$ cat config.mk
export PLATFORM = sky130hd
export DESIGN_NAME = tsir_top
export DESIGN_NICKNAME = d
export VERILOG_FILES = /design/src/tsir_sync2.v /design/src/tsir_top.v
export VERILOG_INCLUDE_DIRS = /design/src
export SDC_FILE = /design/constraint.sdc
export NUM_CORES = 1
export LEC_CHECK = 0
export BUFFER_PORTS_ARGS = -buffer_cell sky130_fd_sc_hd__buf_2
export CORE_ASPECT_RATIO = 1.5
export CORE_MARGIN = 5
export CORE_UTILIZATION = 41
export DETAILED_ROUTE_END_ITERATION = 16
export PLACE_DENSITY_LB_ADDON = 0.12
export SYNTH_ARGS = -nofsm -noshare
export SYNTH_HDL_FRONTEND = slang
export SYNTH_HIERARCHICAL = 1
export SYNTH_SLANG_ARGS = --single-unit
export TNS_END_PERCENT = 20
$ cat constraint.sdc
create_clock -name clock -period 1.78 [get_ports clock]
set_input_delay 0.267 -clock clock [delete_from_list [all_inputs] [get_ports clock]]
set_output_delay 0.267 -clock clock [all_outputs]
set_load 0.05 [all_outputs]
$ cat src/tsir_defs.vh
`ifndef TSIR_DEFS_VH
`define TSIR_DEFS_VH
// Register indices, byte address is index times four
`define TSIR_IDX_FREQ 8'h07
`define TSIR_IDX_STAT 8'h08
`define TSIR_IDX_MASK 8'h20
`define TSIR_IDX_CFG 8'h21
`define TSIR_ADDR_FREQ 12'h01C
`define TSIR_ADDR_STAT 12'h020
`define TSIR_ADDR_MASK 12'h080
`define TSIR_ADDR_CFG 12'h084
// Status register layout
`define TSIR_STAT_RESET 8'h50
`define TSIR_STAT_USED 8'hDF
`define TSIR_BIT_SYNC 7
`define TSIR_BIT_LOCK 6
`define TSIR_BIT_NOIN 4
`define TSIR_BIT_IN2V 3
`define TSIR_BIT_IN2L 2
`define TSIR_BIT_IN1V 1
`define TSIR_BIT_IN1L 0
// Frequency readout field
`define TSIR_FREQ_HI 18
`define TSIR_FREQ_LO 16
`define TSIR_FREQ_W 19
// Config register fields
`define TSIR_CFG_SEL 0
`define TSIR_MASK_RESET 8'h00
`define TSIR_CFG_RESET 1'b0
`define TSIR_ADDR_W 12
// Widths of the register byte, bus word and readout field
`define TSIR_REG_W 8
`define TSIR_DATA_W 32
`define TSIR_FIELD_W 3
// Event line positions after synchronisation
`define TSIR_EV_W 7
`define TSIR_EV_SYNC 6
`define TSIR_EV_LOCK 5
`define TSIR_EV_NOIN 4
`define TSIR_EV_IN2V 3
`define TSIR_EV_IN2L 2
`define TSIR_EV_IN1V 1
`define TSIR_EV_IN1L 0
`endif

$ cat src/tsir_sync2.v
`timescale 1ns/1ps
`default_nettype none
// Two-flop synchroniser for a bundle of pin levels
module tsir_sync2 #(
  parameter W = 8
) (
  // Clocking
  input wire clock,
  input wire rst_b,
  input wire clockEn,
  // Data
  input wire [W-1:0] asyncIn,
  output reg [W-1:0] syncOut
);
  // First stage, read only by the second stage
  reg [W-1:0] stageOne;

  // Two stages, frozen when the enable is low
  always @(posedge clock or negedge rst_b)
  begin
    if (!rst_b)
    begin
      stageOne <= {W{1'b0}};
      syncOut <= {W{1'b0}};
    end
    else if (clockEn)
    begin
      stageOne <= asyncIn;
      syncOut <= stageOne;
    end
  end
endmodule // tsir_sync2
`default_nettype wire

$ cat src/tsir_top.v
`timescale 1ns/1ps
`default_nettype none
`include "tsir_defs.vh"
// Behaviour
// Readout gives selected loop frequency bits 18:16
// Status low byte resets 0x50, bit5 unused
// Bit7 latches frame-sync input alarm
// Input one: bit1 violation, bit0 loss
// Input two: bit3 violation, bit2 loss
// Writing one clears bit, zero keeps
// Bit6 lock change, bit4 no inputs
module tsir_top (
  // Clock, reset, enable
  input wire clock,
  input wire rst_b,
  input wire clockEn,
  // APB slave
  input wire psel,
  input wire penable,
  input wire pwrite,
  input wire [`TSIR_ADDR_W-1:0] paddr,
  input wire [31:0] pwdata,
  output reg [31:0] prdata,
  output reg pready,
  output reg pslverr,
  // Loop frequencies from logic on this clock
  input wire [`TSIR_FREQ_W-1:0] mainLoopFreq,
  input wire [`TSIR_FREQ_W-1:0] auxLoopFreq,
  // Event pins, asynchronous levels
  input wire frameSyncInAlarm,
  input wire auxLoopLocked,
  input wire auxLoopNoInputs,
  input wire inTwoCodeViolation,
  input wire inTwoSignalLoss,
  input wire inOneCodeViolation,
  input wire inOneSignalLoss,
  // Interrupt
  output reg irq
);
  // Synchronised event levels, one per pin
  wire [`TSIR_EV_W-1:0] evSync;
  // Levels seen one cycle earlier
  reg [`TSIR_EV_W-1:0] evPrev;
  // Rising edge of each event line
  wire [`TSIR_EV_W-1:0] evRise;
  // Falling edge of each event line
  wire [`TSIR_EV_W-1:0] evFall;
  // Sticky status byte
  reg [`TSIR_REG_W-1:0] status;
  // Interrupt mask, same layout as status
  reg [`TSIR_REG_W-1:0] mask;
  // Report path select, low picks the main loop
  reg reportPathSelect;
  // Event set vector in status layout
  reg [`TSIR_REG_W-1:0] setVec;
  // Clear vector from software
  reg [`TSIR_REG_W-1:0] clrVec;
  // Frequency field of the selected loop
  reg [`TSIR_FIELD_W-1:0] freqField;
  // Next state of the registers
  wire [`TSIR_REG_W-1:0] next_status;
  reg [`TSIR_REG_W-1:0] next_mask;
  reg next_reportPathSelect;
  // Next state of the bus answer
  reg [`TSIR_DATA_W-1:0] next_prdata;
  reg next_pslverr;
  reg next_pready;
  // Next state of the interrupt line
  reg next_irq;
  // Bus decode
  wire access;
  wire wrAccess;
  wire rdAccess;
  // Address hits, one per register
  wire hitFreq;
  wire hitStat;
  wire hitMask;
  wire hitCfg;
  // Any register hit
  wire mapped;
  // Bits of the status byte that hold a flag
  localparam [`TSIR_REG_W-1:0] STAT_USED = `TSIR_STAT_USED;
  // Loop index for the per-bit logic
  genvar g;

  // Pin levels pass two flops before any logic reads them
  tsir_sync2 #(
    .W(`TSIR_EV_W)
  ) uSync (
    .clock(clock),
    .rst_b(rst_b),
    .clockEn(clockEn),
    .asyncIn({frameSyncInAlarm, auxLoopLocked, auxLoopNoInputs, inTwoCodeViolation,
              inTwoSignalLoss, inOneCodeViolation, inOneSignalLoss}),
    .syncOut(evSync)
  );

  // Keep the previous synchronised levels for edge detection
  always @(posedge clock or negedge rst_b)
  begin
    if (!rst_b)
    begin
      // Matches the synchroniser reset, so no false edge
      evPrev <= {`TSIR_EV_W{1'b0}};
    end
    else if (clockEn)
    begin
      // Frozen together with the synchroniser
      evPrev <= evSync;
    end
  end

  // Edge detectors, one per event line
  generate
    for (g = 0; g < `TSIR_EV_W; g = g + 1)
    begin : gEdge
      // Level went from low to high
      assign evRise[g] = evSync[g] && !evPrev[g];
      // Level went from high to low
      assign evFall[g] = !evSync[g] && evPrev[g];
    end
  endgenerate

  // Map event edges onto the status layout
  always @*
  begin
    setVec = {`TSIR_REG_W{1'b0}};
    // Frame-sync monitor reached its alarm limit
    setVec[`TSIR_BIT_SYNC] = evRise[`TSIR_EV_SYNC];
    // Auxiliary loop gained or lost lock
    setVec[`TSIR_BIT_LOCK] = evRise[`TSIR_EV_LOCK] || evFall[`TSIR_EV_LOCK];
    // Auxiliary loop has no valid input
    setVec[`TSIR_BIT_NOIN] = evRise[`TSIR_EV_NOIN];
    // Second input, code violation and signal loss
    setVec[`TSIR_BIT_IN2V] = evRise[`TSIR_EV_IN2V];
    setVec[`TSIR_BIT_IN2L] = evRise[`TSIR_EV_IN2L];
    // First input, code violation and signal loss
    setVec[`TSIR_BIT_IN1V] = evRise[`TSIR_EV_IN1V];
    setVec[`TSIR_BIT_IN1L] = evRise[`TSIR_EV_IN1L];
  end

  // Bus decode, an access is taken once in its first access cycle
  // Registered ready gives exactly one wait state, and the
  // access term drops while ready stands, so nothing is taken twice
  assign access = psel && penable && !pready;
  assign wrAccess = access && pwrite;
  assign rdAccess = access && !pwrite;
  // Register hits by byte address
  assign hitFreq = (paddr == `TSIR_ADDR_FREQ);
  assign hitStat = (paddr == `TSIR_ADDR_STAT);
  assign hitMask = (paddr == `TSIR_ADDR_MASK);
  assign hitCfg = (paddr == `TSIR_ADDR_CFG);
  // Anything else answers with an error
  assign mapped = hitFreq || hitStat || hitMask || hitCfg;

  // Software writes: clear vector, mask and select
  always @*
  begin
    clrVec = {`TSIR_REG_W{1'b0}};
    next_mask = mask;
    next_reportPathSelect = reportPathSelect;
    if (wrAccess && hitStat)
    begin
      // Ones clear, zeros keep, spare bit ignored
      clrVec = pwdata[`TSIR_REG_W-1:0] & STAT_USED;
    end
    if (wrAccess && hitMask)
    begin
      // Spare bit of the mask cannot be set
      next_mask = pwdata[`TSIR_REG_W-1:0] & STAT_USED;
    end
    if (wrAccess && hitCfg)
    begin
      // Low reports the main loop, high the auxiliary loop
      next_reportPathSelect = pwdata[`TSIR_CFG_SEL];
    end
  end

  // Sticky flags, one per status bit
  generate
    for (g = 0; g < `TSIR_REG_W; g = g + 1)
    begin : gFlag
      // Set wins over a clear in the same cycle; spare bit stays zero
      assign next_status[g] = STAT_USED[g] && ((status[g] && !clrVec[g]) || setVec[g]);
    end
  endgenerate

  // Frequency field of the loop chosen for the readout
  always @*
  begin
    if (reportPathSelect)
    begin
      // Auxiliary loop reported
      freqField = auxLoopFreq[`TSIR_FREQ_HI:`TSIR_FREQ_LO];
    end
    else
    begin
      // Main loop reported
      freqField = mainLoopFreq[`TSIR_FREQ_HI:`TSIR_FREQ_LO];
    end
  end

  // Read data and error flag for the answer cycle
  always @*
  begin
    next_prdata = {`TSIR_DATA_W{1'b0}};
    next_pslverr = 1'b0;
    if (access && !mapped)
    begin
      // Unmapped address, no data and no write effect
      next_pslverr = 1'b1;
    end
    else if (rdAccess)
    begin
      case (paddr)
        `TSIR_ADDR_FREQ:
        begin
          // Upper bits read zero
          next_prdata[`TSIR_FIELD_W-1:0] = freqField;
        end
        `TSIR_ADDR_STAT:
        begin
          // Sticky flags as they stand before any clear
          next_prdata[`TSIR_REG_W-1:0] = status;
        end
        `TSIR_ADDR_MASK:
        begin
          // Mask as last written
          next_prdata[`TSIR_REG_W-1:0] = mask;
        end
        `TSIR_ADDR_CFG:
        begin
          // Select bit alone, the rest reads zero
          next_prdata[`TSIR_CFG_SEL] = reportPathSelect;
        end
        default:
        begin
          // Never reached, the decode above filters
          next_prdata = {`TSIR_DATA_W{1'b0}};
        end
      endcase
    end
  end

  // Ready answers one cycle after the access is taken
  always @*
  begin
    next_pready = access;
  end

  // Interrupt level from the flags and mask as they will stand
  always @*
  begin
    // Follows a mask write in the same edge
    next_irq = |(next_status & next_mask);
  end

  // Status, mask and select registers
  always @(posedge clock or negedge rst_b)
  begin
    if (!rst_b)
    begin
      // Status comes up with two flags already set
      status <= `TSIR_STAT_RESET;
      // All sources masked
      mask <= `TSIR_MASK_RESET;
      // Main loop reported
      reportPathSelect <= `TSIR_CFG_RESET;
    end
    else if (clockEn)
    begin
      // Clears land at the edge that takes the access
      status <= next_status;
      mask <= next_mask;
      reportPathSelect <= next_reportPathSelect;
    end
  end

  // Bus answer, one cycle long
  always @(posedge clock or negedge rst_b)
  begin
    if (!rst_b)
    begin
      // No answer and no data through reset
      prdata <= {`TSIR_DATA_W{1'b0}};
      pready <= 1'b0;
      pslverr <= 1'b0;
    end
    else if (clockEn)
    begin
      // Data and error stand only with ready
      prdata <= next_prdata;
      pready <= next_pready;
      pslverr <= next_pslverr;
    end
  end

  // Level interrupt, held low through reset
  always @(posedge clock or negedge rst_b)
  begin
    if (!rst_b)
    begin
      irq <= 1'b0;
    end
    else if (clockEn)
    begin
      // High while an unmasked flag is set
      irq <= next_irq;
    end
  end
endmodule // tsir_top
`default_nettype wire

==> impl_metrics.yaml <==
timing:
  slew_viol_final: 0
  setup_ws_ns: -0.183
  tns_ns: -0.183
  timing.fmax_ghz: 0.509
  fin_crit_ns: 1.96
  rsz0062_at_grt: "yes"
  hold_viol: 0
  finalSetupViolations: 1
  holdWs_ns: 0.198
  skew_ns: 0.00430
  period_share_pct: 110
yosys:
  synthCells: 229
  synth_top_area_share_pct: 44.8
  synthDistinctLibCells: 41
  synth.area.top_cells: "dfrtp_1, mux2_2, buf_4"
  seq_area_frac_synth_pct: 47.0
  avgSynthCellArea_um2: 10.7
  synth-seq-cells: 46
  ys_warn_count: 6
  netlist_area_um2: 2460
  netlist.top_cell.by_area: "dfrtp_1"
  synthFlopType: "dfrtp_1"
  postSynth.asyncResetShare_pct: 100
  synth-edff-count: 0
cts:
  cts.path.max_buffers: 2
  insertion_delay_ns: 0.29
  cts-root-buf: "clkbuf_8"
  clkTransAtPathRegs_ns: 0.08
  htree_levels: 2
  cts_tree: "done"
  post_cts_buffers: 0
  cts_sinks: 46
  cts_made_buffers: 5
final_layout:
  layout_commonest_cell: "buf_2"
  final_layout_size_suffix_gt1_share_pct: 37.8
  most-common-layout-cells: "buf_2, dfrtp_1, conb_1"
  area_delta_synth_final_pct: 22.4
  final_area_um2: 3010
  final_util_pct: 51.6
  finalNonFillerCells: 376
  nets: 398
  antenna_cells: 0
min_path:
  hold_path.class: "in2reg"
place:
  port_buffers: 47
  dpl.hpwl_um: 4190
  dp_cells: 367
  dpl_cell_area_um2: 2870
  gp_congestion: 0.875
  preCtsSetupSlack_ns: -0.290
power_and_ir_drop:
  irDropWorstVdd_v: 0.000790
  powerDensity_nw_per_um2: 790
  total_power_mw: 2.37
  p_leak_nw: 1.40
floorplanning:
  dieWidth_um: 73.2
  row_count: 34
  initial_core_util_pct: 42.1
  dieArea_um2: 7670
  core-area_um2: 5830
  fp.dieH_um: 105
  io-pin-count: 130
status:
  violations: "negative setup slack"
  status: "complete, but fails checks"
routing:
  drc: 0
  drt_iter0_markers: 80
  vias_per_cell: 5.04
  wl_um: 5350
  num_vias: 1894
  post_drt_wl_per_cell_um: 14.2
  ant_nets: 0
  drtPass1Iterations: 6
critical_path:
  criticalPathCategory: "reg2reg"
  crit_path_end_kind: "flop"
  cp_slowest_cell: "dfrtp_2"
  max_stage_delay_ns: 0.41
  path_cells: "and4b_2, nand4_1, o32ai_2, o22ai_1, nor4_1, a31oi_1"
  critPathTopFamily: "simple AND/OR/NAND/NOR gates"
  cp_num_buf_inv: 0
  arrival_ns: 2.13
  worstPathRequired_ns: 1.94
  cp_max_fo: 5
  start_kind: "flop"
grt:
  grtUsageTotal_pct: 14.4
  grt_max_degree: 31
  antenna_found_initial: 0
  overflow: 0
  grt_pass1_wl_um: 8670
  grt_pass1_vias: 1882
flow_run:
  max_cap_violations: 0
## power breakdown
group          internal, mW  total [mW]  switching [mW]
sequential             1.12        1.16          0.0404
combinational         0.146       0.417           0.271
clock                 0.458       0.795           0.337
## cells by family after synthesis
family	synth area share, %
mux	11.3
buf+inv	11.2
simple gates	14.4
xor+xnor	0.357
compound gates	15.6
other cells	0.153
flops	47.0
## registers in the layout, indices dropped and copies added, names as in the netlist
register and count:
evPrev 7, irq 1, mask 7, prdata 7
pready 1, pslverr 1, reportPathSelect 1, status 7
uSync/stageOne 7, uSync/syncOut 7
## routing by layer
metal / GRT usage [%] / part of all wire (%)
met2: 24.6 / 51
met3: 2.98 / 6.6
met4: 4.35 / 1.4
met5: 0 / 0
met1: 17.7 / 41
## what timing repair did
item | in CTS | in global routing
pin swaps | 2 | 3
hold buffers | 1 | 0
hold endpoints to repair | 18 | 0
setup endpoints to repair | 1 | 5
resized for setup | 2 | 1
## synthesized netlist by cell type (all sizes together) (2+ instances only)
| master | instances |
|---|---|
| nor3 | 4 |
| a21oi | 5 |
| nand4 | 6 |
| dfstp | 2 |
| nor2 | 12 |
| a22o | 7 |
| a22oi | 4 |
| buf | 30 |
| o32ai | 7 |
| dfrtp | 44 |
| inv | 13 |
| o2bb2ai | 7 |
| o22ai | 7 |
| mux2i | 3 |
| o21ai | 12 |
| mux2 | 22 |
| nor2b | 6 |
| nor4 | 3 |
| and4 | 2 |
| nor4b | 2 |
| nand2 | 18 |
## worst reg2reg max path, stage by stage, from the launching register on
cell and delay, ns:
dfrtp_2 0.41, and4b_2 0.34, nand4_1 0.23, o32ai_2 0.34, o22ai_1 0.13, nor4_1 0.27
a31oi_1 0.12
## area by class of cell
type | instances | area, um2
Fill cell | 582 | 2820
Sequential cell | 46 | 1150
Multi-Input combinational cell | 163 | 1130
Timing Repair Buffer | 74 | 465
Tap cell | 72 | 90.1
Clock buffer | 7 | 86.3
Inverter | 13 | 48.8
Clock inverter | 1 | 30.0
## path summary, 6_finish.rpt
kind | from | endpoint | slack (ns) | cells after the start
setup / recovery | pready$_DFFE_PN0P_ | irq$_DFFE_PN0P_ | -0.18 | 6
hold / removal | inOneCodeViolation | uSync/stageOne[1]$_DFFE_PN0P_ | 0.20 | 2
setup reg to reg | pready$_DFFE_PN0P_ | irq$_DFFE_PN0P_ | -0.18 | 6
hold reg to reg | prdata[4]$_DFFE_PN0P_ | prdata[4]$_DFFE_PN0P_ | 0.48 | 1
max in group asynchronous | rst_b | status[6]$_DFFE_PN1P_ | 0.76 | 3
min in group asynchronous | rst_b | status[3]$_DFFE_PN0P_ | 0.45 | 2
Power figures use the tool's default switching activity.
